===== src/rtl/hmirq_map.vh =====
// register offsets, field positions and reset values of the monitor interrupt/config block
`ifndef HMIRQ_MAP_VH
`define HMIRQ_MAP_VH

// ============================================================
// register offsets on the serial bus
`define HMIRQ_OFS_STATUS      8'h02
`define HMIRQ_OFS_FAN_DIV     8'h05
`define HMIRQ_OFS_MASK2       8'h44

// ============================================================
// second interrupt mask fields
`define HMIRQ_M_HOT           0
`define HMIRQ_M_BTI           1
`define HMIRQ_M_FAN_A         2
`define HMIRQ_M_FAN_B         3
`define HMIRQ_M_INTR          4
`define HMIRQ_M_OS            5
`define HMIRQ_M_HOT_ONCE      6
`define HMIRQ_M_OS_ONCE       7
`define HMIRQ_MASK2_RST       8'h00

// ============================================================
// fan divisor / pin configuration fields
`define HMIRQ_F_A_LEVEL       0
`define HMIRQ_F_B_LEVEL       1
`define HMIRQ_F_A_DIV_LO      2
`define HMIRQ_F_A_DIV_HI      3
`define HMIRQ_F_B_DIV_LO      4
`define HMIRQ_F_B_DIV_HI      5
`define HMIRQ_F_OS_EN         6
`define HMIRQ_F_RST_EN        7
`define HMIRQ_FAN_DIV_UP_RST  4'h5

// ============================================================
// status bit positions (same order as the mask)
`define HMIRQ_S_HOT           0
`define HMIRQ_S_FAN_A         2
`define HMIRQ_S_FAN_B         3
`define HMIRQ_S_INTR          4
`define HMIRQ_S_OS            5
`define HMIRQ_STAT_W          6

`endif


===== src/rtl/hmirq_fan_chan.v =====
// one fan input channel: pin synchroniser, edge divider and level detect
`timescale 1ns/10ps
`default_nettype none

module hmirq_fan_chan (
  input  wire       ref_clk_i,
  input  wire       rst_b_i,
  input  wire       pin_i,
  input  wire       level_mode_i,
  input  wire [1:0] div_sel_i,
  input  wire       count_limit_i,
  output reg        tick_o,
  output reg        event_o
);

  reg       sync1_r;
  reg       sync2_r;
  reg       prev_r;
  reg [2:0] edge_cnt_r;
  wire [2:0] ratio_m1;
  wire       rise;
  wire       level_hit;

  // ==========================================================
  // synchroniser: second stage is the only reader of the first
  always @(posedge ref_clk_i) begin
    sync1_r <= pin_i;
    sync2_r <= sync1_r;
  end

  assign ratio_m1  = (3'h1 << div_sel_i) - 3'h1;
  assign rise      = sync2_r & ~prev_r;
  // low divisor bit set means a low level is the active one
  assign level_hit = div_sel_i[0] ? ~sync2_r : sync2_r;

  // ==========================================================
  always @(posedge ref_clk_i) begin
    if (!rst_b_i) begin
      prev_r     <= 1'b0;
      edge_cnt_r <= 3'h0;
      tick_o     <= 1'b0;
      event_o    <= 1'b0;
    end else begin
      prev_r  <= sync2_r;
      tick_o  <= 1'b0;
      if (!level_mode_i && rise) begin
        if (edge_cnt_r >= ratio_m1) begin
          edge_cnt_r <= 3'h0;
          tick_o     <= 1'b1;
        end else begin
          edge_cnt_r <= edge_cnt_r + 3'h1;
        end
      end
      event_o <= level_mode_i ? level_hit : count_limit_i;
    end
  end

endmodule // hmirq_fan_chan

`default_nettype wire


===== src/rtl/hmirq_temp_src.v =====
// temperature interrupt source: default (per conversion) or one-time mode
`timescale 1ns/10ps
`default_nettype none

module hmirq_temp_src (
  input  wire ref_clk_i,
  input  wire rst_b_i,
  input  wire conv_done_i,
  input  wire above_i,
  input  wire below_i,
  input  wire one_time_i,
  output reg  set_o,
  output reg  active_o
);

  // ==========================================================
  always @(posedge ref_clk_i) begin
    if (!rst_b_i) begin
      set_o    <= 1'b0;
      active_o <= 1'b0;
    end else begin
      set_o <= 1'b0;
      if (conv_done_i) begin
        if (one_time_i) begin
          // one event on the way up, one on the way down
          if (!active_o && above_i) begin
            active_o <= 1'b1;
            set_o    <= 1'b1;
          end else if (active_o && below_i) begin
            active_o <= 1'b0;
            set_o    <= 1'b1;
          end
        end else begin
          if (above_i)
            active_o <= 1'b1;
          else if (below_i)
            active_o <= 1'b0;
          // re-raise every conversion until under hysteresis
          if (above_i || (active_o && !below_i))
            set_o <= 1'b1;
        end
      end
    end
  end

endmodule // hmirq_temp_src

`default_nettype wire


===== src/rtl/hmirq_top.v =====
// monitor interrupt masking, temperature modes, fan/pin config and serial bus slave
`timescale 1ns/10ps
`default_nettype none
`include "hmirq_map.vh"

// Functional notes
// - a set mask bit for fan a, fan b, intrusion or overtemp keeps its status off the irq.
// - hot mode zero re-raises the hot status each conversion until below hysteresis.
// - hot mode one raises the hot status only once when the hot limit is crossed upward.
// - in one-time mode a second event is raised on falling below hysteresis, then none.
// - in one-time mode a status read clears the bit and it need not set again next time.
// - the overtemp mode bit selects default or one-time behaviour like the hot mode bit.
// - each fan mode bit picks level input when one and pulse counting when zero.
// - fan a divisor codes 00..11 divide pulses by 1, 2, 4 and 8.
// - fan b divisor codes 00..11 divide pulses by 1, 2, 4 and 8.
// - in level mode the low divisor bit one makes a low level active, zero a high level.
// - bit 6 set with bit 7 clear gives the shared pin its overtemp function.
// - bit 7 set gives the shared pin its reset function.
// - bits 6 and 7 both clear keep the shared pin inactive.
// - after power-on the upper nibble is 0101 and the lower nibble the voltage id levels.
module hmirq_top #(
  parameter [6:0] DEV_ADDR = 7'h2C
) (
  input  wire       ref_clk_i,
  input  wire       rst_b_i,
  input  wire       scl_i,
  input  wire       sda_i,
  output reg        sda_o,
  output reg        sda_oe_o,
  input  wire       fan_input_a_i,
  input  wire       fan_input_b_i,
  input  wire       intrusion_input_i,
  input  wire [3:0] voltage_id_inputs_i,
  input  wire       conv_done_i,
  input  wire       hot_above_i,
  input  wire       hot_below_i,
  input  wire       os_above_i,
  input  wire       os_below_i,
  input  wire       fan_limit_a_i,
  input  wire       fan_limit_b_i,
  input  wire       reset_request_i,
  output reg        irq_n_o,
  output reg        irq_oe_o,
  output reg        shared_reset_overtemp_pin_o,
  output reg        shared_reset_overtemp_pin_oe_o,
  output reg        fan_tick_a_o,
  output reg        fan_tick_b_o
);

  localparam [2:0] ST_IDLE  = 3'h0;
  localparam [2:0] ST_ADDR  = 3'h1;
  localparam [2:0] ST_AACK  = 3'h2;
  localparam [2:0] ST_WBYTE = 3'h3;
  localparam [2:0] ST_WACK  = 3'h4;
  localparam [2:0] ST_RBYTE = 3'h5;
  localparam [2:0] ST_RACK  = 3'h6;
  localparam [2:0] ST_RNEXT = 3'h7;

  // synchroniser stages
  reg        scl_s1_r;
  reg        scl_s2_r;
  reg        scl_d_r;
  reg        sda_s1_r;
  reg        sda_s2_r;
  reg        sda_d_r;
  reg        intr_s1_r;
  reg        intr_s2_r;
  reg  [3:0] vid_s1_r;
  reg  [3:0] vid_s2_r;

  // registers
  reg  [7:0] mask2_r;
  reg  [7:0] fan_div_r;
  reg  [`HMIRQ_STAT_W-1:0] stat_r;
  reg  [`HMIRQ_STAT_W-1:0] stat_nxt;
  reg        por_load_r;

  // serial slave state
  reg  [2:0] state_r;
  reg  [2:0] bit_cnt_r;
  reg  [7:0] shift_r;
  reg  [7:0] ptr_r;
  reg        rw_r;
  reg        first_r;
  reg        stat_clr_r;

  reg  [7:0] rdata;
  wire [7:0] rx_byte;
  wire       scl_rise;
  wire       scl_fall;
  wire       start_cond;
  wire       stop_cond;
  wire       hot_set;
  wire       hot_active;
  wire       os_set;
  wire       os_active;
  wire       fan_a_evt;
  wire       fan_b_evt;
  wire       fan_a_tick;
  wire       fan_b_tick;
  wire       irq_pending;

  // ==========================================================
  // pin synchronisers; edge logic reads only the second stage
  always @(posedge ref_clk_i) begin
    scl_s1_r  <= scl_i;
    scl_s2_r  <= scl_s1_r;
    sda_s1_r  <= sda_i;
    sda_s2_r  <= sda_s1_r;
    intr_s1_r <= intrusion_input_i;
    intr_s2_r <= intr_s1_r;
    vid_s1_r  <= voltage_id_inputs_i;
    vid_s2_r  <= vid_s1_r;
  end

  always @(posedge ref_clk_i) begin
    if (!rst_b_i) begin
      scl_d_r <= 1'b1;
      sda_d_r <= 1'b1;
    end else begin
      scl_d_r <= scl_s2_r;
      sda_d_r <= sda_s2_r;
    end
  end

  assign scl_rise   = scl_s2_r & ~scl_d_r;
  assign scl_fall   = ~scl_s2_r & scl_d_r;
  assign start_cond = scl_s2_r & scl_d_r & ~sda_s2_r & sda_d_r;
  assign stop_cond  = scl_s2_r & scl_d_r & sda_s2_r & ~sda_d_r;
  assign rx_byte    = {shift_r[6:0], sda_s2_r};

  // ==========================================================
  // interrupt sources
  hmirq_fan_chan u_fan_a (
    .ref_clk_i     (ref_clk_i),
    .rst_b_i       (rst_b_i),
    .pin_i         (fan_input_a_i),
    .level_mode_i  (fan_div_r[`HMIRQ_F_A_LEVEL]),
    .div_sel_i     (fan_div_r[`HMIRQ_F_A_DIV_HI:`HMIRQ_F_A_DIV_LO]),
    .count_limit_i (fan_limit_a_i),
    .tick_o        (fan_a_tick),
    .event_o       (fan_a_evt)
  );

  // fan b polarity comes from its own low divisor bit through the shared channel
  hmirq_fan_chan u_fan_b (
    .ref_clk_i     (ref_clk_i),
    .rst_b_i       (rst_b_i),
    .pin_i         (fan_input_b_i),
    .level_mode_i  (fan_div_r[`HMIRQ_F_B_LEVEL]),
    .div_sel_i     (fan_div_r[`HMIRQ_F_B_DIV_HI:`HMIRQ_F_B_DIV_LO]),
    .count_limit_i (fan_limit_b_i),
    .tick_o        (fan_b_tick),
    .event_o       (fan_b_evt)
  );

  hmirq_temp_src u_hot (
    .ref_clk_i   (ref_clk_i),
    .rst_b_i     (rst_b_i),
    .conv_done_i (conv_done_i),
    .above_i     (hot_above_i),
    .below_i     (hot_below_i),
    .one_time_i  (mask2_r[`HMIRQ_M_HOT_ONCE]),
    .set_o       (hot_set),
    .active_o    (hot_active)
  );

  hmirq_temp_src u_os (
    .ref_clk_i   (ref_clk_i),
    .rst_b_i     (rst_b_i),
    .conv_done_i (conv_done_i),
    .above_i     (os_above_i),
    .below_i     (os_below_i),
    .one_time_i  (mask2_r[`HMIRQ_M_OS_ONCE]),
    .set_o       (os_set),
    .active_o    (os_active)
  );

  // ==========================================================
  // sticky status: a set in the clearing cycle survives the clear
  always @* begin
    stat_nxt = stat_clr_r ? {`HMIRQ_STAT_W{1'b0}} : stat_r;
    if (hot_set)
      stat_nxt[`HMIRQ_S_HOT] = 1'b1;
    if (fan_a_evt)
      stat_nxt[`HMIRQ_S_FAN_A] = 1'b1;
    if (fan_b_evt)
      stat_nxt[`HMIRQ_S_FAN_B] = 1'b1;
    if (intr_s2_r)
      stat_nxt[`HMIRQ_S_INTR] = 1'b1;
    if (os_set)
      stat_nxt[`HMIRQ_S_OS] = 1'b1;
  end

  assign irq_pending = |(stat_r & ~mask2_r[`HMIRQ_STAT_W-1:0]);

  always @* begin
    case (ptr_r)
      `HMIRQ_OFS_STATUS:  rdata = {2'h0, stat_r};
      `HMIRQ_OFS_FAN_DIV: rdata = fan_div_r;
      `HMIRQ_OFS_MASK2:   rdata = mask2_r;
      default:            rdata = 8'h00;
    endcase
  end

  // ==========================================================
  // registers, power-on load and pin drivers
  always @(posedge ref_clk_i) begin
    if (!rst_b_i) begin
      stat_r                         <= {`HMIRQ_STAT_W{1'b0}};
      mask2_r                        <= `HMIRQ_MASK2_RST;
      fan_div_r                      <= {`HMIRQ_FAN_DIV_UP_RST, 4'h0};
      por_load_r                     <= 1'b1;
      irq_n_o                        <= 1'b0;
      irq_oe_o                       <= 1'b0;
      shared_reset_overtemp_pin_o    <= 1'b0;
      shared_reset_overtemp_pin_oe_o <= 1'b0;
      fan_tick_a_o                   <= 1'b0;
      fan_tick_b_o                   <= 1'b0;
    end else begin
      stat_r       <= stat_nxt;
      por_load_r   <= 1'b0;
      irq_n_o      <= 1'b0;
      irq_oe_o     <= irq_pending;
      fan_tick_a_o <= fan_a_tick;
      fan_tick_b_o <= fan_b_tick;
      // strap capture happens the cycle after reset release
      if (por_load_r)
        fan_div_r <= {`HMIRQ_FAN_DIV_UP_RST, vid_s2_r};
      if (state_r == ST_WBYTE && scl_rise && bit_cnt_r == 3'h7 && !first_r) begin
        if (ptr_r == `HMIRQ_OFS_MASK2)
          mask2_r <= rx_byte;
        if (ptr_r == `HMIRQ_OFS_FAN_DIV)
          fan_div_r <= rx_byte;
      end
      shared_reset_overtemp_pin_o <= 1'b0;
      if (fan_div_r[`HMIRQ_F_RST_EN])
        shared_reset_overtemp_pin_oe_o <= reset_request_i;
      else if (fan_div_r[`HMIRQ_F_OS_EN])
        shared_reset_overtemp_pin_oe_o <= os_active;
      else
        shared_reset_overtemp_pin_oe_o <= 1'b0;
    end
  end

  // ==========================================================
  // serial bus slave: sample on clock rise, drive on clock fall
  always @(posedge ref_clk_i) begin
    if (!rst_b_i) begin
      state_r    <= ST_IDLE;
      bit_cnt_r  <= 3'h0;
      shift_r    <= 8'h00;
      ptr_r      <= 8'h00;
      rw_r       <= 1'b0;
      first_r    <= 1'b0;
      stat_clr_r <= 1'b0;
      sda_o      <= 1'b0;
      sda_oe_o   <= 1'b0;
    end else begin
      stat_clr_r <= 1'b0;
      sda_o      <= 1'b0;
      if (start_cond) begin
        state_r   <= ST_ADDR;
        bit_cnt_r <= 3'h0;
        first_r   <= 1'b1;
        sda_oe_o  <= 1'b0;
      end else if (stop_cond) begin
        state_r  <= ST_IDLE;
        sda_oe_o <= 1'b0;
      end else if (scl_rise) begin
        case (state_r)
          ST_ADDR, ST_WBYTE, ST_RBYTE: begin
            shift_r   <= rx_byte;
            bit_cnt_r <= bit_cnt_r + 3'h1;
            if (bit_cnt_r == 3'h7) begin
              if (state_r == ST_ADDR) begin
                rw_r    <= sda_s2_r;
                state_r <= (shift_r[6:0] == DEV_ADDR) ? ST_AACK : ST_IDLE;
              end else if (state_r == ST_WBYTE) begin
                if (first_r)
                  ptr_r <= rx_byte;
                first_r <= 1'b0;
                state_r <= ST_WACK;
              end else begin
                state_r <= ST_RACK;
              end
            end
          end
          ST_RACK: begin
            // a high level is the master's not-acknowledge
            state_r <= sda_s2_r ? ST_IDLE : ST_RNEXT;
          end
          default: begin
            state_r <= state_r;
          end
        endcase
      end else if (scl_fall) begin
        case (state_r)
          ST_AACK, ST_WACK: begin
            if (!sda_oe_o) begin
              sda_oe_o <= 1'b1;
            end else if (state_r == ST_AACK && rw_r) begin
              shift_r    <= rdata;
              sda_oe_o   <= ~rdata[7];
              bit_cnt_r  <= 3'h0;
              stat_clr_r <= (ptr_r == `HMIRQ_OFS_STATUS);
              state_r    <= ST_RBYTE;
            end else begin
              sda_oe_o  <= 1'b0;
              bit_cnt_r <= 3'h0;
              state_r   <= ST_WBYTE;
            end
          end
          ST_RNEXT: begin
            shift_r    <= rdata;
            sda_oe_o   <= ~rdata[7];
            bit_cnt_r  <= 3'h0;
            stat_clr_r <= (ptr_r == `HMIRQ_OFS_STATUS);
            state_r    <= ST_RBYTE;
          end
          ST_RBYTE: begin
            sda_oe_o <= ~shift_r[7];
          end
          ST_RACK: begin
            sda_oe_o <= 1'b0;
          end
          default: begin
            sda_oe_o <= 1'b0;
          end
        endcase
      end
    end
  end

endmodule // hmirq_top

`default_nettype wire


===== config.mk =====
export PLATFORM = sky130hd
export DESIGN_NAME = hmirq_top
export DESIGN_NICKNAME = d
export VERILOG_FILES = /design/src/rtl/hmirq_fan_chan.v /design/src/rtl/hmirq_temp_src.v /design/src/rtl/hmirq_top.v
export VERILOG_INCLUDE_DIRS = /design/src /design/src/rtl
export SDC_FILE = /design/constraint.sdc
export NUM_CORES = 1
export LEC_CHECK = 0
export BUFFER_PORTS_ARGS = -buffer_cell sky130_fd_sc_hd__buf_2
export CAP_MARGIN = 20
export CORE_UTILIZATION = 46
export DETAILED_ROUTE_END_ITERATION = 6
export GPL_TIMING_DRIVEN = 0
export PLACE_DENSITY = 0.7
export SLEW_MARGIN = 25
export SYNTH_ARGS = -nofsm -noshare
export SYNTH_HDL_FRONTEND = slang
export SYNTH_HIERARCHICAL = 1
export SYNTH_SLANG_ARGS = --single-unit

===== constraint.sdc =====
create_clock -name ref_clk_i -period 2.6 [get_ports ref_clk_i]
set_clock_uncertainty 0.15 [all_clocks]
set_input_delay 0.52 -clock ref_clk_i [delete_from_list [all_inputs] [get_ports ref_clk_i]]
set_output_delay 0.52 -clock ref_clk_i [all_outputs]
set_load 0.005 [all_outputs]

-- Word-level counts from Yosys, hierarchy flattened
Index checks and enable logic that the tools add are counted.
- output and inout port bits: 8
- input bits: 19
- register bits: 88
- reduce and logical (&&, ||, !) cells: 56
- order comparisons: 2
- equality and inequality tests: 24
- add/subtract/negate cells: 5
- multiplexer cells: 76
- shift operators: 2
- bitwise gates (word level): 27
- operators with widths (operator ; count):
    two-way mux 8 bit ; 8
    two-way mux 1 bit ; 45
    two-way mux 3 bit ; 13
    case mux 8 bit (3 select lines) ; 1
    nonzero test 2 bit ; 10
    case mux 3 bit (2 select lines) ; 3
    inverter 1 bit ; 16
    case mux 8 bit (2 select lines) ; 1
    equality test 3 bit (second input constant) ; 5
    AND reduction 5 bit ; 3
    logical AND 1 bit ; 12
    AND reduction 6 bit ; 2
    != test 5 bit (second input constant) ; 2
    AND reduction 2 bit ; 5
    adder 3 x 1 -> 3 bit (second input constant) ; 3
    AND 1 bit ; 9
    != test 3 x 1 -> 1 bit (second input constant) ; 3
    != test 3 bit (second input constant) ; 3
    nonzero test 3 bit ; 3
    equality test 8 x 2 -> 1 bit (second input constant) ; 1
    equality test 8 x 3 -> 1 bit (second input constant) ; 1
    equality test 8 x 7 -> 1 bit (second input constant) ; 1
    AND reduction 8 bit ; 1
    equality test 7 x 6 -> 1 bit (second input constant) ; 1
    24 further kinds ; 40

-- Logic depth before layout (Yosys ltp)
Gate-level depths: netlist of the first run.
- depth in word-level cells: 9
- mapped depth: 8
- mapped depth without buffers: 7

-- By module
Netlist of the first run, hierarchy kept.
- by module, submodules not included (module ; sequential area each (um^2) ; area an instance (um^2) ; instances ; cells each):
    hmirq_top ; 1361.3 ; 2969.1 ; 1 ; 326
    hmirq_fan_chan ; 160.2 ; 387.9 ; 2 ; 38
    hmirq_temp_src ; 40.0 ; 97.6 ; 2 ; 11

-- Worst setup path before layout of the first run
No wires, ideal clock.
- kind: register to register
- start point: reg ptr_r[2]
- end point: reg mask2_r[0]
- cell stages (with the launch flop): 7
- buffers on the path: 1
- data arrival time: 1.876 ns
- slack: 0.446 ns
- data required time: 2.322 ns
- cells stage by stage: dfxtp_1 -> or3b_1 -> buf_6 -> or2_4 -> nor4_4 -> mux2i_1 -> nor2_1
- longest elaborated chain between the ends: 2
- RTL lines (what ; RTL line ; text):
    start: declaration ; hmirq_top.v:82 ; reg [7:0] ptr_r;
    start signal: assignment ; hmirq_top.v:281 ; ptr_r <= rx_byte;
    equality test 8 x 7 -> 1 bit ; - ;
    AND reduction 2 bit (no source line) ; - ;
    end signal: assignment ; hmirq_top.v:211 ; mask2_r <= `HMIRQ_MASK2_RST;
    end signal: assignment ; hmirq_top.v:232 ; mask2_r <= rx_byte;
    end: declaration ; hmirq_top.v:72 ; reg [7:0] mask2_r;
Every way passes these cells.
A chain may end at the register's enable or synchronous reset.

-- Final worst setup path of the first run
- start point: reg bit_cnt_r[0]
- end point: reg mask2_r[6]
- longest elaborated chain between the ends: 4
- RTL lines (what ; RTL line ; text):
    start: declaration ; hmirq_top.v:80 ; reg [2:0] bit_cnt_r;
    start signal: assignment ; hmirq_top.v:274 ; bit_cnt_r <= bit_cnt_r + 3'h1;
    equality test 3 bit ; hmirq_top.v:230 ; if (state_r == ST_WBYTE && scl_rise && bit_cnt_r == 3'h7 && !first_r) begin
    logical AND 1 bit (2 in series) ; hmirq_top.v:230 ;
    AND reduction 2 bit (no source line) ; - ;
Every way passes these cells.

==> flow_summary.toml, run 1 <==
[hold_path]
hold_path_class = "input pin to flop"
hold_path.startpoint = "fan_input_a_i"

[floorplan]
ioPinCount = 27
initial_utilization_pct = 47.7
placeableCoreArea_um2 = 8260
die_width_um = 94.6
die_h_um = 94.6
floorplan.rows = 33
design.die.area_um2 = 8940

[run]
maxCapViolCount = 0

[worst_setup_path]
critical_path.reg2reg.startpoint = "bit_cnt_r[0]"
worst_setup_path_startpoint = "bit_cnt_r[0]"
critPathMaxStageDelay_ns = 0.58
worstPathMaxFanout = 8
timing.setup.critical_path_class = "flop to flop"
critical_path.most_common_cell = "sky130_fd_sc_hd__ha_1"
setup.worst_path.end_class = "flop"
worst-endpoint-required_ns = 2.68
ordered_cell_list_for_the_critical_path = "ha_1 -> ha_1 -> nand4b_1 -> or2_1 -> nor4_4 -> mux2i_1 -> nor2_1"
worst_ep_arrival_time_ns = 2.58
start_kind = "flop"
crit_path_top_delay_cell = "sky130_fd_sc_hd__nor4_4"

[global_routing]
grt_use_total_pct = 20.5
grt_max_degree = 28
grt_antenna_before_repair = 0
via_count_of_the_first_global_routing_pass = 2929
grt_pass1_wl_um = 14100
sum_of_overflow_across_all_layers_after_global_routing = 0

[clock_tree]
numCtsBuffers = 9
cts_num_sinks = 88
clock_transition_at_the_registers_of_the_reported_paths_ns = 0.09
tritoncts = "yes"
cts.root.buffer_cell = "sky130_fd_sc_hd__clkbuf_8"
clockBufferDepth = 2
cts_max_level = 3
postCtsSetupRepairBufs = 0
clock_latency_ns = 0.36

[route]
vias = 3146
detail_route.iter0.violations = 128
drt-vias-per-instance = 5.53
wl_per_cell_um = 15.0
firstDrtPassIters = 4
drt_wl_total_um = 8530
route.antenna.remaining_nets = 0
drc = 0

[place]
dp_worst_setup_slack_ns = 0.155
post-dp-hpwl_um = 6160
globalplace.congestion = 0.923
dpl_cell_area_um2 = 4190
portBuffers = 23

[finish]
area_delta_synth_final_pct = 11.5
antenna-diode-count = 0
finish.instance_area_um2 = 4390
finish.net_count = 492
layout-drive-gt1-share_pct = 12.7

[synthesis]
postSynth.asyncResetShare_pct = 0
synthTopCellsByCount = "88 x sky130_fd_sc_hd__dfxtp_1, 48 x sky130_fd_sc_hd__nor2_1, 39 x sky130_fd_sc_hd__nand2_1"
synth.avg_cell_area_um2 = 9.29
synth_sequential_area_ratio_pct = 44.7
yosysUniqueCellTypes = 64
post-synth-top-area-cell = "sky130_fd_sc_hd__dfxtp_1"
syn_inst = 424
synth_area_leaders = "sky130_fd_sc_hd__dfxtp_1 45%, sky130_fd_sc_hd__mux2i_1 6.9%, sky130_fd_sc_hd__nor2_1 4.6%, sky130_fd_sc_hd__ha_1 4.4%, sky130_fd_sc_hd__nand2_1 3.7%"
flip_flop_cell_with_the_highest_count_after_synthesis = "sky130_fd_sc_hd__dfxtp_1"
netlist_area_um2 = 3940
most_common_cell_in_the_synthesized_netlist = "sky130_fd_sc_hd__dfxtp_1"
synth_warnings = 6
ys_ff_latch = 88
synthDominantCellAreaShare_pct = 44.7
synth_edf_count = 0

[timing]
grt_setup_unrepaired = "false"
worst_case_headroom_to_the_max_slew_limit_pct = 50.0
holdWs_ns = 0.107
maxClockFrequency_ghz = 0.401
maxSlewViolCount = 0
timing.final.crit_share_pct = 95.9
post-route-worst-setup-slack_ns = 0.107
hold_viol_final = 0
report.final.setup_viol = 0
tightest_slew_ns = 0.731
timing.final.crit_period_ns = 2.49
totalNegativeSetupSlack_ns = 0

[power]
leakagePower_nw = 1.72
power.density_nw_per_um2 = 584
peakVddDrop_mv = 0.335
pnr_total_power_mw = 2.57

[outcome]
run_status = "finished, final reports clean"
cells in the final DEF (no fill, tap or decap), types with 12 or more instances in the layout:
cell / instances
sky130_fd_sc_hd__nor2_1: 48
sky130_fd_sc_hd__nand2_1: 39
sky130_fd_sc_hd__dfxtp_1: 88
sky130_fd_sc_hd__a22oi_1: 13
sky130_fd_sc_hd__o21ai_0: 12
sky130_fd_sc_hd__ha_1: 14
sky130_fd_sc_hd__inv_1: 18
sky130_fd_sc_hd__a21oi_1: 18
sky130_fd_sc_hd__clkbuf_1: 14
sky130_fd_sc_hd__buf_2: 25
sky130_fd_sc_hd__mux2i_1: 27
stage by stage:
step / instances / utilization, %
6_report: 569 / 53.2
3_5_place_dp: 554 / 50.8
4_1_cts: 570 / 53.2
3_3_place_gp: 554 / 50.8
2_1_floorplan: 426 / -
5_1_grt: 569 / 53.2
layer usage:
| layer | up-vias | GRT usage, % | part of all wire (%) |
|---|---|---|---|
| met2 | 73 | 33.6 | 47 |
| li1 | 1566 | - | - |
| met3 | 16 | 3.06 | 3.3 |
| met4 | 0 | 8.84 | 2.1 |
| met5 | - | 0 | 0 |
| met1 | 1491 | 26.7 | 48 |
where the power goes:
group	leakage, nW	total, mW	internal [mW]	switching [mW]
logic	0.904	0.194	0.0879	0.106
clock network	0.0968	0.941	0.449	0.491
registers	0.722	1.43	1.40	0.0369
total	1.72	2.57	1.93	0.634
state kept, by name (all words and copies together) (netlist names), 3 cells and up:
| signal | flops |
|---|---|
| bit_cnt_r | 3 |
| fan_div_r | 8 |
| mask2_r | 8 |
| ptr_r | 8 |
| shift_r | 8 |
| stat_r | 5 |
| state_r | 3 |
| u_fan_a/edge_cnt_r | 3 |
| u_fan_b/edge_cnt_r | 3 |
| vid_s1_r | 4 |
| vid_s2_r | 4 |
cell families (layout without fill, tap and decap cells):
logic type	Yosys count	after routing	synth area share, %
mux	27	27	6.86
simple gates	157	157	21.4
compound gates	94	94	17.3
other cells	1	3	0.0952
xor+xnor	4	4	0.889
fa+ha+maj	14	14	4.45
flops	88	88	44.7
buf+inv	39	77	4.26
worst max-delay path, delay by kind of cell, from the launching register on:
kind | cells | cell delay, ns
and+or+nand+nor | 4 | 1.17
DFF | 1 | 0.39
adders and majority gates | 2 | 0.37
muxes | 1 | 0.29
area by class of cell:
class	count	area [um2]
buffer	19	92.6
clock buffer	10	128
clock inverter	6	68.8
fill	772	3860
inverter	19	71.3
multi-input combinational	299	2020
sequential	88	1760
tap	105	131
timing repair buffer	23	115
path summary, 6_finish.rpt:
| kind | to | slack, ns | cells after the start |
|---|---|---|---|
| max | mask2_r[6] | 0.11 | 7 |
| min | u_fan_a/sync1_r | 0.11 | 1 |
| max reg2reg | mask2_r[6] | 0.11 | 7 |
| min reg2reg | vid_s2_r[0] | 0.18 | 0 |
repair_timing:
item / in CTS / in global routing
setup endpoints to repair: 0 / 3
gates resized for setup: 0 / 1
hold buffers: 0 / 0
(Power assumes the default switching activity.)
==> run 2, diff against run 1 <==
--- a/config.mk
+++ b/config.mk
@@ -6,6 +6,7 @@
 export SDC_FILE = /design/constraint.sdc
 export NUM_CORES = 1
 export LEC_CHECK = 0
+export ABC_AREA = 1
 export BUFFER_PORTS_ARGS = -buffer_cell sky130_fd_sc_hd__buf_2
 export CAP_MARGIN = 20
 export CORE_UTILIZATION = 46
==> run 2 against run 1 <==
Via count grew 16%. Non-clock buffer count shrank 2. Largest cell class unchanged. Clock power grew 17%. Register-to-register slack gained 0.45 ns. Final cell count grew 24%. Power grew 10%. Utilization grew 0.93 points. Synthesized area grew 2.8%. Hold slack lost 0.012 ns. Combinational power grew 40%. Cell area grew 3.3%. Maximum frequency grew 22%.
==> flow_summary.toml, run 2 <==
[outcome]
run_status = "finished, final reports clean"

[timing]
hold_viol_final = 0
maxClockFrequency_ghz = 0.490
tightest_slew_ns = 0.591
worst_case_headroom_to_the_max_slew_limit_pct = 60.4
report.final.setup_viol = 0
maxSlewViolCount = 0
holdWs_ns = 0.0947
grt_setup_unrepaired = "false"
totalNegativeSetupSlack_ns = 0
timing.final.crit_share_pct = 78.4
timing.final.crit_period_ns = 2.04

[worst_setup_path]
worst_ep_arrival_time_ns = 2.15
worstPathMaxFanout = 10
r2r_cells = 8
start_kind = "flop"
timing.reg2reg.setup_slack_ns = 0.56
timing.setup.critical_path_class = "flop to flop"
setup.worst_path.end_class = "flop"
critical_path.reg2reg.startpoint = "sda_s2_r"
worst-endpoint-required_ns = 2.71
worstReg2RegEnd = "ptr_r[7]"

[floorplan]
initial_utilization_pct = 48.3
floorplan.rows = 33
design.die.area_um2 = 9180
die_width_um = 95.8
die_h_um = 95.8
ioPinCount = 27
placeableCoreArea_um2 = 8380

[route]
vias = 3638
firstDrtPassIters = 6
route.antenna.remaining_nets = 0
detail_route.iter0.violations = 261
drt_wl_total_um = 9380
wl_per_cell_um = 13.3
drt-vias-per-instance = 5.14
drc = 0

[synthesis]
synthDominantCellAreaShare_pct = 43.5
most_common_cell_in_the_synthesized_netlist = "sky130_fd_sc_hd__nand2_1"
yosysUniqueCellTypes = 33
synthTopCellsByCount = "120 x sky130_fd_sc_hd__nand2_1, 88 x sky130_fd_sc_hd__dfxtp_1, 76 x sky130_fd_sc_hd__inv_1"
netlist_area_um2 = 4050
synth.avg_cell_area_um2 = 7.21
post-synth-top-area-cell = "sky130_fd_sc_hd__dfxtp_1"
synth_edf_count = 0
synth_warnings = 6
ys_ff_latch = 88
postSynth.asyncResetShare_pct = 0
synth_area_leaders = "sky130_fd_sc_hd__dfxtp_1 43%, sky130_fd_sc_hd__nand2_1 11%, sky130_fd_sc_hd__inv_1 7.0%, sky130_fd_sc_hd__nand3_1 6.3%, sky130_fd_sc_hd__nor2_1 5.6%"
syn_inst = 562
synth_sequential_area_ratio_pct = 43.5
flip_flop_cell_with_the_highest_count_after_synthesis = "sky130_fd_sc_hd__dfxtp_1"

[hold_path]
hold_path.startpoint = "fan_input_b_i"
hold_path_class = "input pin to flop"
timing.hold.worst_endpoint = "u_fan_b/sync1_r"
hold_depth = 1

[global_routing]
grt_use_total_pct = 22.3
grt_max_degree = 18
grt_pass1_wl_um = 15600
via_count_of_the_first_global_routing_pass = 3331
grt_antenna_before_repair = 0
sum_of_overflow_across_all_layers_after_global_routing = 0

[clock_tree]
cts_num_sinks = 88
cts.root.buffer_cell = "sky130_fd_sc_hd__clkbuf_8"
postCtsSetupRepairBufs = 0
clock_latency_ns = 0.36
numCtsBuffers = 9
clock_transition_at_the_registers_of_the_reported_paths_ns = 0.10
hold_buffers = 0
cts-resized-gates = 0
clockBufferDepth = 2
cts_max_level = 3
tritoncts = "yes"

[power]
leakagePower_nw = 2.19
peakVddDrop_mv = 0.419
power.density_nw_per_um2 = 623

[finish]
most_common_cell_after_layout_fill_and_taps_aside = "sky130_fd_sc_hd__nand2_1"
area_delta_synth_final_pct = 12.0
antenna-diode-count = 0
finish.net_count = 631
final_cells = 708
fillers = 824
most-common-layout-cells = "120 x sky130_fd_sc_hd__nand2_1, 88 x sky130_fd_sc_hd__dfxtp_1, 76 x sky130_fd_sc_hd__inv_1"
postLayoutCoreUtil_pct = 54.1
layout-drive-gt1-share_pct = 12.9

[place]
post-dp-hpwl_um = 6960
post-place-cells = 692
portBuffers = 23
globalplace.congestion = 0.913

[run]
maxCapViolCount = 0
run 2: critical path, stage by stage (launching register included):
cell	delay, ns
sky130_fd_sc_hd__dfxtp_1	0.51
sky130_fd_sc_hd__inv_2	0.13
sky130_fd_sc_hd__nand3_1	0.20
sky130_fd_sc_hd__inv_1	0.10
sky130_fd_sc_hd__nor2_2	0.22
sky130_fd_sc_hd__nand3_2	0.20
sky130_fd_sc_hd__buf_2	0.23
sky130_fd_sc_hd__o21ai_0	0.15
sky130_fd_sc_hd__a21oi_1	0.05
run 2: metrics by stage:
| stage | setup slack, ns | total power, mW | cell area [um2] |
|---|---|---|---|
| finish | 0.560 | 2.83 | 4540 |
| detailed placement | 0.370 | 1.75 | 4300 |
| floorplan | 0.907 | 1.66 | 4060 |
| global placement | 0.384 | 1.74 | 4300 |
| global route | 0.394 | 2.95 | 4540 |
| CTS | 0.587 | 2.84 | 4540 |
run 2: layout make-up:
class | instances | area [um2] | area share, %
clock buffers | 9 | 124 | 2.73
plain buffers | 17 | 96.3 | 2.12
multi-input cells | 373 | 1880 | 41.4
flip-flops and latches | 88 | 1760 | 38.8
inverters | 86 | 323 | 7.12
well taps | 105 | 131 | 2.90
repair buffers | 23 | 115 | 2.54
clock inverters | 7 | 109 | 2.40
run 2: metal layers:
layer  routed length, um  vias to the layer above  part of all wire, %  GRT usage, %
met2                4250                      107                   45          36.0
met5                   0                        -                    0             0
li1                    -                     1864                    -             -
met3                 489                       12                  5.2          3.32
met1                4510                     1655                   48          30.4
met4                 138                        0                  1.5          7.71
run 2: logic make-up after synthesis:
logic type / synth area share [%]
AO/OA/AOI/OAI: 12.3
other: 0.0926
buffers and inverters: 10.3
XOR/XNOR: 0.433
AND/OR/NAND/NOR: 29.0
flip-flops: 43.5
adder cells (fa/ha/maj): 4.33
run 2: report_power, final:
part / switching [mW] / internal [mW] / leakage [nW] / total [mW]
sequential: 0.0475 / 1.41 / 0.723 / 1.45
clock: 0.539 / 0.563 / 0.118 / 1.10
combinational: 0.173 / 0.0989 / 1.35 / 0.272
total: 0.760 / 2.07 / 2.19 / 2.83
run 2: worst max-delay path by stage:
| stage | from | endpoint | cells after the start |
|---|---|---|---|
| floorplan | scl_d_r | shift_r[6] | 12 |
| global placement | rst_b_i | shift_r[5] | 6 |
| detailed placement | rst_b_i | shift_r[5] | 6 |
| CTS | scl_d_r | shift_r[3] | 12 |
| global route | scl_d_r | shift_r[6] | 12 |
| finish | sda_s2_r | ptr_r[7] | 8 |
==> run 3, diff against run 2 <==
--- a/config.mk
+++ b/config.mk
@@ -12,7 +12,7 @@
 export CORE_UTILIZATION = 46
 export DETAILED_ROUTE_END_ITERATION = 6
 export GPL_TIMING_DRIVEN = 0
-export PLACE_DENSITY = 0.7
+export PLACE_DENSITY = 0.73
 export SLEW_MARGIN = 25
 export SYNTH_ARGS = -nofsm -noshare
 export SYNTH_HDL_FRONTEND = slang
==> constraint.sdc (replaced) <==
create_clock -name ref_clk_i -period 1.75 [get_ports ref_clk_i]
set_clock_uncertainty 0.15 [all_clocks]
set_input_delay 0.35 -clock ref_clk_i [delete_from_list [all_inputs] [get_ports ref_clk_i]]
set_output_delay 0.35 -clock ref_clk_i [all_outputs]
set_load 0.005 [all_outputs]
==> run 3 against run 2 <==
The flow now finishes with violations (negative setup slack). Register-to-register slack got worse by 0.67 ns. Maximum frequency rose by 9.6%. Global-route usage fell by 0.26 points.
==> flow_summary.toml, run 3 (synthesized netlist as in run 2, its figures left out) <==
[power]
p_seq_share_pct = 49.8
net-switching-power_mw = 1.10
clock_power_share_pct = 38.5
peakVddDrop_mv = 0.572
pwr-share-comb_pct = 11.6
cellInternalPower_mw = 3.25
sw_frac_of_total_pct = 25.3
power.density_nw_per_um2 = 858
leakagePower_nw = 2.38

[finish]
most_common_cell_after_layout_fill_and_taps_aside = "sky130_fd_sc_hd__nand2_1"
most-common-layout-cells = "116 x sky130_fd_sc_hd__nand2_1, 82 x sky130_fd_sc_hd__dfxtp_1, 70 x sky130_fd_sc_hd__inv_1"
postLayoutCoreUtil_pct = 60.4
finish.net_count = 663
layout-drive-gt1-share_pct = 22.4
final_cells = 739
antenna-diode-count = 0
area_delta_synth_final_pct = 25.0

[timing]
maxClockFrequency_ghz = 0.537
tightest_slew_ns = 0.612
worst_case_headroom_to_the_max_slew_limit_pct = 59.2
timing.final.crit_share_pct = 106
post-route-worst-setup-slack_ns = -0.111
grt_setup_unrepaired = "true"
hold_viol_final = 0
holdWs_ns = 0.0735
report.final.setup_viol = 7
maxSlewViolCount = 0
timing.final.crit_period_ns = 1.86
totalNegativeSetupSlack_ns = -0.681

[outcome]
run_status = "complete, but fails checks"
violations_in_the_final_reports = "negative setup slack"

[global_routing]
grt_max_degree = 16
grt_pass1_wl_um = 15400
grt_antenna_before_repair = 0
via_count_of_the_first_global_routing_pass = 3392
grt_use_total_pct = 22.0
sum_of_overflow_across_all_layers_after_global_routing = 0

[floorplan]
ioPinCount = 27
placeableCoreArea_um2 = 8380
initial_utilization_pct = 48.3
die_h_um = 95.8
floorplan.rows = 33
die_width_um = 95.8
design.die.area_um2 = 9180

[route]
firstDrtPassIters = 5
detail_route.iter0.violations = 303
drc = 0
drt-vias-per-instance = 5.14
vias = 3801
drt_wl_total_um = 9740
wl_per_cell_um = 13.2
route.antenna.remaining_nets = 0

[worst_setup_path]
crit_path_top_delay_cell = "sky130_fd_sc_hd__dfxtp_2"
worst-endpoint-required_ns = 1.85
start_kind = "flop"
timing.setup.critical_path_class = "flop to flop"
setup.worst_path.end_class = "flop"
critical-path-top-delay-family = "simple AND/OR/NAND/NOR gates"
worstPathMaxFanout = 7
critPathMaxStageDelay_ns = 0.34
worst_ep_arrival_time_ns = 1.96
ordered_cell_list_for_the_critical_path = "inv_2 -> ha_4 -> buf_6 -> inv_4 -> nand2_2 -> inv_2 -> nand2_2 -> nand3_4 -> nor2_4 -> clkinv_4 -> nor2_4 -> nor2_1"
worstPathBufferInverterCount = 5

[run]
maxCapViolCount = 0

[clock_tree]
numCtsBuffers = 9
cts.root.buffer_cell = "sky130_fd_sc_hd__clkbuf_8"
clock_latency_ns = 0.35
cts_max_level = 3
clock_transition_at_the_registers_of_the_reported_paths_ns = 0.09
tritoncts = "yes"
cts_num_sinks = 88
clockBufferDepth = 2

[place]
post-dp-hpwl_um = 6770
post-place-cells = 692
globalplace.congestion = 0.920
portBuffers = 23
dp_worst_setup_slack_ns = -0.394

[hold_path]
hold_path_class = "input pin to flop"
==> run 3: changes by cell type in the layout (fill, tap and decap cells not counted), moves of 6 or more <==
cell                            delta
sky130_fd_sc_hd__inv_1             -6
sky130_fd_sc_hd__nor2_4           +13
sky130_fd_sc_hd__o21ai_1           +8
sky130_fd_sc_hd__nor2_1           -13
sky130_fd_sc_hd__dlygate4sd3_1     +9
sky130_fd_sc_hd__dfxtp_1           -6
sky130_fd_sc_hd__o21ai_0           -9
sky130_fd_sc_hd__buf_4            +19
sky130_fd_sc_hd__buf_6             +7
==> run 3: routing by layer <==
metal	GRT usage [%]	vias up	wire length (um)
met2	36.0	89	4590
met3	3.79	29	415
li1	-	1922	-
met5	0	-	0
met4	9.83	0	254
met1	28.5	1761	4490
==> run 3: repair_timing <==
item / in CTS / in global routing
gates cloned: 1 / 1
endpoints found under the hold margin: 9 / 0
setup buffers: 6 / 19
setup endpoints to repair: 41 / 40
hold buffers: 9 / 0
pin swaps: 4 / 21
gates resized for setup: 35 / 57
==> run 3: tightest hold or removal path: cells and delay by family <==
kind,cells,cell delay [ns]
AND/OR/NAND/NOR,1,0.07
AO/OA/AOI/OAI,1,0.05
buffers and inverters,1,0.08
==> run 3: cell type report <==
class	instances	area, um2
Fill cell	735	3320
Multi-Input combinational cell	373	2080
Sequential cell	88	1770
Timing Repair Buffer	57	407
Inverter	86	330
Tap cell	105	131
Clock buffer	9	124
Clock inverter	6	118
Buffer	15	104
==> run 3: final timing paths <==
check             cells past startpoint                             end            start  slack [ns]
hold / removal                        3  shared_reset_overtemp_pin_oe_o  reset_request_i        0.07
setup / recovery                     12                      shift_r[4]          scl_d_r       -0.11
setup reg to reg                     12                      shift_r[4]          scl_d_r       -0.11
hold reg to reg                       0                        scl_s2_r         scl_s1_r        0.18
==> run 3: through the flow <==
stage | total power [mW] | cell area, um2
floorplan | 2.47 | 4060
global placement | 2.59 | 4300
detailed placement | 2.60 | 4300
CTS | 4.31 | 4770
global route | 4.53 | 5060
finish | 4.34 | 5060
==> run 3: power groups by stage <==
stage | clock network, mW | logic [mW] | registers (mW)
after floorplan | 0 | 0.292 | 2.18
after global placement | 0 | 0.386 | 2.20
after detailed placement | 0 | 0.395 | 2.20
after CTS | 1.70 | 0.450 | 2.16
after global routing | 1.80 | 0.563 | 2.18
final | 1.67 | 0.506 | 2.16
